===== config.mk =====
export PLATFORM = sky130hd
export DESIGN_NAME = sdram_cmd_addr_decode
export DESIGN_NICKNAME = d
export VERILOG_FILES = /design/src/logic/ca_decode_pkg.sv /design/src/logic/ca_sync2.sv /design/src/logic/sdram_cmd_addr_decode.sv
export VERILOG_INCLUDE_DIRS = /design/src /design/src/logic
export SDC_FILE = /design/constraint.sdc
export NUM_CORES = 1
export LEC_CHECK = 0
export ABC_AREA = 1
export BUFFER_PORTS_ARGS = -buffer_cell sky130_fd_sc_hd__clkbuf_2
export CAP_MARGIN = 0
export CORE_MARGIN = 2
export CORE_UTILIZATION = 54
export DETAILED_ROUTE_END_ITERATION = 12
export PLACE_DENSITY_LB_ADDON = 0.05
export SLEW_MARGIN = 20
export SYNTH_ARGS = -nofsm -noshare
export SYNTH_HDL_FRONTEND = slang
export SYNTH_HIERARCHICAL = 1
export SYNTH_SLANG_ARGS = --single-unit

===== constraint.sdc =====
create_clock -name ref_clk -period 8.7 [get_ports ref_clk]
set_clock_uncertainty 0.1 [all_clocks]
set_input_delay 0.87 -clock ref_clk [delete_from_list [all_inputs] [get_ports ref_clk]]
set_output_delay 0.87 -clock ref_clk [all_outputs]
set_load 0.02 [all_outputs]

===== src/logic/ca_decode_cfg.svh =====
/*
 Command/address decode constants: pin widths, bit positions, command
 codes and organisation settings. Included by the package and design.
*/
`ifndef CA_DECODE_CFG_SVH
`define CA_DECODE_CFG_SVH
`define ADDR_W        18
`define AP_BIT        10
`define BC_BIT        12
`define ROW_HI_BIT    16
`define ROW_LO_BIT    14
`define BG_W          2
`define BA_W          2
`define STK_W         3
`define CMD_MRS       3'b000
`define CMD_REF       3'b001
`define CMD_PRE       3'b010
`define CMD_RSVD      3'b011
`define CMD_WR        3'b100
`define CMD_RD        3'b101
`define CMD_ZQC       3'b110
`define CMD_NOP       3'b111
`define ORG_X8        2'b01
`define ORG_X16       2'b10
`define PKG_SDP       2'b00
`define PKG_DDP       2'b01
`define PKG_3DS       2'b10
`define ROW_MASK_DEF  18'h3_ffff
`define COL_MASK_DEF  18'h0_03ff
`define STK_MASK_DEF  3'h7
`endif


===== src/logic/ca_decode_pkg.sv =====
/*
 Types shared by the command/address decoder files.
 Assumes ca_decode_cfg.svh is on the include path.
*/
`include "ca_decode_cfg.svh"
package ca_decode_pkg;
    typedef enum logic [3:0] {
        op_none, op_act, op_rd, op_wr, op_pre, op_mrs, op_ref, op_zqc,
        op_rsvd
    } op_t;

    // Pins as sampled at one clock rising crossing
    typedef struct packed {
        logic               cs_n;
        logic               act_n;
        logic [`ADDR_W-1:0] addr;
        logic [`BG_W-1:0]   bg;
        logic [`BA_W-1:0]   ba;
        logic [`STK_W-1:0]  stk;
        logic               cs1_n;
    } ca_pins_t;

    // One decoded command
    typedef struct packed {
        op_t                op;
        logic [`ADDR_W-1:0] row;
        logic [`ADDR_W-1:0] col;
        logic [`ADDR_W-1:0] opcode;
        logic [`BG_W-1:0]   bg;
        logic [`BA_W-1:0]   ba;
        logic               auto_pre;
        logic               pre_all;
        logic               burst_full;
        logic [`STK_W-1:0]  die_id;
        logic               die1;
    } ca_cmd_t;
endpackage : ca_decode_pkg


===== src/logic/ca_sync2.sv =====
/*
 Two-flop synchroniser for a bus of asynchronous levels.
 Assumes inputs come from outside the ref_clk domain.
*/
`timescale 1ns/1ps
`default_nettype none
module ca_sync2 #(
    parameter int W = 1
) (
    input  wire logic         clk,
    input  wire logic         rst_n,
    input  wire logic [W-1:0] d,
    output logic      [W-1:0] q
);
    logic [W-1:0] meta_r;
    logic [W-1:0] meta_nxt;
    logic [W-1:0] q_nxt;

    // First stage only ever feeds the second
    always_comb begin
        meta_nxt = d;
        q_nxt    = meta_r;
    end

    always_ff @(posedge clk or negedge rst_n) begin
        if (!rst_n) begin
            meta_r <= '1;
            q      <= '1;
        end else begin
            meta_r <= meta_nxt;
            q      <= q_nxt;
        end
    end
endmodule : ca_sync2
`default_nettype wire


===== src/logic/sdram_cmd_addr_decode.sv =====
/*
 Command/address input decoder of a synchronous DRAM: samples pins on the
 rising crossing of the differential clock and emits one decoded command.
 Assumes ck_t/ck_c and pins are slow against ref_clk (125 ns link period)
 and that pins settle well before the crossing.
*/
// Contract
// Sample pins only at rising ck crossing
// Row on activate, column on read/write
// Mode register op-code taken from address
// A10 high on read/write: auto precharge
// A10 on precharge: one bank or all
// A12 low on read/write chops burst
// Activate: shared pins are row 16..14
// Non-activate: shared pins are command strobes
// Bank inputs pick bank and mode register
// Upper group input ignored in x16
// Stack pins are die selects in stacks; code takes no command at all in x16 stacks
// Dual-die: stack pins control second die; code ignores stack pins and uses cs1_n instead
// Chip select high masks every command; code takes commands with cs_n high in dual-die while cs1_n is low
// Unused address bits are not decoded
`timescale 1ns/1ps
`default_nettype none
`include "ca_decode_cfg.svh"
module sdram_cmd_addr_decode (
    input  wire logic                   ref_clk,
    input  wire logic                   rst_n,
    input  wire logic                   ck_t,
    input  wire logic                   ck_c,
    input  wire ca_decode_pkg::ca_pins_t pins,
    input  wire logic [1:0]             org,
    input  wire logic [1:0]             pkg,
    input  wire logic [`STK_W-1:0]      my_die_id,
    input  wire logic [`ADDR_W-1:0]     row_mask,
    input  wire logic [`ADDR_W-1:0]     col_mask,
    output var ca_decode_pkg::ca_cmd_t  cmd,
    output logic                        cmd_valid
);
    import ca_decode_pkg::*;

    localparam int PW = $bits(ca_pins_t);

    logic             rst_meta_r;
    logic             rst_sync_n;
    logic [1:0]       ck_s;
    logic [PW-1:0]    pins_s;
    ca_pins_t         pv;
    logic             ck_prev_r;
    logic             ck_prev_nxt;
    logic             rise;
    ca_cmd_t          dec;
    ca_cmd_t          cmd_nxt;
    logic             valid_nxt;
    logic             sel;
    logic [2:0]       code;
    logic [`ADDR_W-1:0] am;

    // Reset released through two flops
    always_ff @(posedge ref_clk or negedge rst_n) begin
        if (!rst_n) begin
            rst_meta_r <= 1'b0;
            rst_sync_n <= 1'b0;
        end else begin
            rst_meta_r <= 1'b1;
            rst_sync_n <= rst_meta_r;
        end
    end

    // Clock pair and pins pass two flops before use
    ca_sync2 #(.W(2)) u_ck_sync (
        .clk   (ref_clk),
        .rst_n (rst_sync_n),
        .d     ({ck_t, ck_c}),
        .q     (ck_s)
    );
    ca_sync2 #(.W(PW)) u_pin_sync (
        .clk   (ref_clk),
        .rst_n (rst_sync_n),
        .d     (pins),
        .q     (pins_s)
    );
    assign pv = ca_pins_t'(pins_s);

    // Crossing: true over complement now, not before
    always_comb begin
        ck_prev_nxt = ck_s[1] & ~ck_s[0];
        rise        = ck_prev_nxt & ~ck_prev_r;
    end

    // Decode of the sampled pins
    always_comb begin
        dec  = '0;
        code = {pv.addr[`ROW_HI_BIT], pv.addr[`ROW_HI_BIT-1],
                pv.addr[`ROW_LO_BIT]};
        // Die selection depends on package style
        case (pkg)
            `PKG_DDP: sel = ~pv.cs_n | ~pv.cs1_n;
            `PKG_3DS: sel = ~pv.cs_n & (org != `ORG_X16)
                            & (pv.stk == my_die_id);
            default:  sel = ~pv.cs_n;
        endcase
        dec.die1   = (pkg == `PKG_DDP) & pv.cs_n & ~pv.cs1_n;
        dec.die_id = (pkg == `PKG_3DS && org != `ORG_X16) ?
                     pv.stk : '0;
        dec.bg     = pv.bg;
        if (org == `ORG_X16)
            dec.bg[1] = 1'b0;
        dec.ba     = pv.ba;
        am         = pv.addr;
        if (!sel) begin
            dec.op = op_none;
        end else if (!pv.act_n) begin
            dec.op  = op_act;
            dec.row = pv.addr & row_mask;
        end else begin
            case (code)
                `CMD_MRS:  begin
                    dec.op     = op_mrs;
                    dec.opcode = am;
                end
                `CMD_REF:  dec.op = op_ref;
                `CMD_PRE:  begin
                    dec.op      = op_pre;
                    dec.pre_all = am[`AP_BIT];
                end
                `CMD_WR, `CMD_RD: begin
                    dec.op = (code == `CMD_RD) ? op_rd : op_wr;
                    dec.col        = am & col_mask;
                    dec.auto_pre   = am[`AP_BIT];
                    dec.burst_full = am[`BC_BIT];
                end
                `CMD_ZQC:  dec.op = op_zqc;
                `CMD_RSVD: dec.op = op_rsvd;
                default:   dec.op = op_none;
            endcase
        end
    end

    // Capture only at the crossing; otherwise hold
    always_comb begin
        cmd_nxt   = rise ? dec : cmd;
        valid_nxt = rise && (dec.op != op_none);
    end

    always_ff @(posedge ref_clk or negedge rst_sync_n) begin
        if (!rst_sync_n) begin
            ck_prev_r <= 1'b0;
            cmd       <= '0;
            cmd_valid <= 1'b0;
        end else begin
            ck_prev_r <= ck_prev_nxt;
            cmd       <= cmd_nxt;
            cmd_valid <= valid_nxt;
        end
    end
endmodule : sdram_cmd_addr_decode
`default_nettype wire

==> impl_metrics.py <==
metrics = {
    "die": {
        "die_h_um": 97.0,
        "core_area_um2": 8300,
        "initial_core_util_pct": 56.3,
        "die_w_um": 97.0,
        "die_area_um2": 9410,
        "rows": 33,
        "pin_count": 145,
    },
    "clock_network": {
        "cts_buffer_depth": 2,
        "htree_levels": 4,
        "cts_tree": "built",
        "clkSinkCount": 133,
        "insertion_delay_ns": 0.52,
        "postCtsSetupRepairBufs": 0,
        "cts_inserted_buffers": 17,
        "cts-root-buf": "clkbuf_8",
        "clk_pin_slew_ns": 0.06,
    },
    "critical_path": {
        "cp.depth": 7,
        "startpoint_type": "input pin",
        "worstPathRequired_ns": 9.02,
        "crit_fanout": 26,
        "arrival_ns": 3.04,
        "cp-end-kind": "register",
        "slowest_stage": "a21boi_4",
        "cp_num_buf_inv": 2,
        "r2r_slack_ns": 6.16,
        "crit_chain": "clkbuf_2 -> inv_1 -> ha_1 -> o21ai_4 -> a21boi_4 -> nand2_2 -> o21ai_0",
        "slowest_delay_ns": 0.67,
        "cp_top_family": "compound AO/OA/AOI/OAI gates",
        "r2r_cells": 8,
        "worst_r2r_endpoint": "cmd[30]",
        "crit_type": "input pin to register",
        "regToRegStartpoint": "u_pin_sync/q[1]",
    },
    "detailed_routing": {
        "ant_nets": 0,
        "post_drt_wl_per_cell_um": 15.3,
        "via_per_inst": 5.00,
        "firstDrtPassIters": 4,
        "drt_iter0_markers": 192,
        "drc": 0,
        "num_vias": 3386,
        "drt-total-wl_mm": 10.4,
    },
    "placement": {
        "io_buffers": 143,
        "place.gp.congestion": 0.760,
        "dp.final_hpwl_mm": 6.62,
    },
    "yosys": {
        "yosysTopAreaCell": "dfrtp_1",
        "syn_avg_cell_area_um2": 11.5,
        "netlist.area_leader.share_pct": 39.1,
        "synth-edff-count": 0,
        "ys_warn_count": 6,
        "ys.flop_type": "dfrtp_1",
        "syn-num-nets": 484,
        "ys_async_sr_fraction_pct": 100,
        "ys_top_cells_by_area": "dfrtp_1 39%, dfstp_2 34%, nand2_1 12%",
        "synth_cells": 407,
        "yosysSeqAreaShare_pct": 72.8,
        "ys_types": 27,
        "yosys_register_bits": 133,
        "synth_area_um2": 4670,
    },
    "pwr": {
        "switchingPower_uw": 339,
        "irDropWorstVdd_mv": 0.162,
        "swShare_pct": 21.8,
        "p_leak_nw": 3.22,
        "cell_internal_pwr_mw": 1.21,
        "p_per_area_nw_per_um2": 253,
        "pwr-share-comb_pct": 5.8,
        "clockPowerShare_pct": 50.6,
        "seq_power_share_pct": 43.6,
    },
    "sta": {
        "tightest_slew_ns": 0.859,
        "relSlewSlack_pct": 42.8,
        "finalHoldViolations": 0,
        "finalMaxSlewViolations": 0,
        "rsz0062_at_grt": "false",
        "tns_ns": 0,
        "fin_crit_sh_pct": 31.3,
        "setup_viol": 0,
        "period_minus_slack_ns": 2.72,
        "fmax_ghz": 0.367,
    },
    "worst_hold_path": {
        "worstHoldStart": "u_pin_sync/meta_r[9]",
        "holdCritPathClass": "register to register",
        "hold_end": "u_pin_sync/q[9]",
        "min_path_cells": 0,
    },
    "global_routing": {
        "overflow": 0,
        "grt_usage_pct": 24.1,
        "grt_max_degree": 75,
        "grt_first_pass_wirelength_mm": 17.6,
        "antenna_found_initial": 0,
        "grt_pass1_vias": 3569,
    },
    "final_layout": {
        "drive_gt1_share_pct": 44.8,
        "fin_util_pct": 73.9,
        "final_cell_mix": "150 x nand2_1, 143 x clkbuf_2, 72 x dfrtp_1",
        "fill_cells": 607,
        "final_common_cell": "nand2_1",
        "layout.nets": 636,
        "area_delta_synth_final_pct": 31.3,
        "antenna_cells": 0,
    },
    "outcome": {
        "status": "complete, no violations",
    },
    "run": {
        "max-cap-violations": 0,
    },
}
-- through the flow --
stage	cell area (um^2)	total power [mW]	hold slack, ns	instances	setup slack, ns
2_1_floorplan	4670	0.734	0.231	407	4.72
3_3_place_gp	5470	0.773	0.239	644	5.54
3_5_place_dp	5470	0.777	0.247	644	5.40
4_1_cts	6140	1.57	0.252	677	5.96
5_1_grt	6140	1.60	0.251	677	5.78
6_report	6140	1.55	0.249	677	5.98
-- registers in the layout, indices dropped and copies added, names as in the netlist, 2 cells and up --
signal and cells:
u_pin_sync/meta_r 28, u_ck_sync/q 2, u_pin_sync/q 28, cmd 69, u_ck_sync/meta_r 2
-- power groups by stage --
stage	combinational [mW]	clock, mW	sequential (mW)
final	0.0900	0.786	0.677
after global placement	0.0886	0	0.685
after global routing	0.100	0.821	0.682
after floorplan	0.0327	0	0.701
after detailed placement	0.0906	0	0.687
after CTS	0.0915	0.797	0.678
-- logic make-up (layout without fill, tap and decap cells) --
| kind of cell | after synthesis | in the layout | synth area share [%] |
|---|---|---|---|
| flip-flops | 133 | 133 | 72.8 |
| AO/OA/AOI/OAI | 44 | 44 | 6.16 |
| buffers and inverters | 33 | 198 | 3.08 |
| adder cells (fa/ha/maj) | 2 | 2 | 0.535 |
| AND/OR/NAND/NOR | 194 | 194 | 17.3 |
| other | 1 | 1 | 0.0802 |
-- routing by layer --
layer | track usage [%] | share of wire, % | vias up
met3 | 6.72 | 6.4 | 17
met5 | 0 | 0 | -
met4 | 8.78 | 1.6 | 0
met1 | 30.5 | 42 | 1656
li1 | - | - | 1592
met2 | 40.2 | 50 | 121
-- cells in the mapped netlist (2+ instances only) --
library cell / n
inv_1: 19
clkbuf_1: 6
dfstp_2: 60
nand2_1: 150
buf_2: 3
nand4_1: 2
dfrtp_1: 73
a21oi_1: 2
nand2_2: 4
nor2_1: 6
buf_4: 2
nor3_1: 2
ha_1: 2
o21ai_0: 28
o21ai_2: 10
nand3_1: 25
nor2_2: 2
o211ai_1: 2
-- worst max path at each step --
stage | start | endpoint
final | pkg[0] | cmd[30]
after global routing | pkg[0] | cmd[30]
after CTS | pkg[0] | cmd[30]
after detailed placement | pkg[0] | cmd[30]
after global placement | pkg[0] | cmd[32]
after floorplan | rst_sync_n | ck_prev_r
-- layout make-up --
type	instances	area [um^2]	share of cell area (%)
clock buffer	20	425	6.93
clock inverter	12	229	3.73
inverter	20	76.3	1.24
multi-input combinational	241	1130	18.4
sequential	133	3410	55.5
tap	105	131	2.14
timing repair buffer	146	741	12.1
-- timing repair --
item,4_1_cts,5_1_grt
hold endpoints to repair,2,0
resized for setup,0,0
hold buffers,1,0
Note: power is estimated with default switching activity, not from simulation.
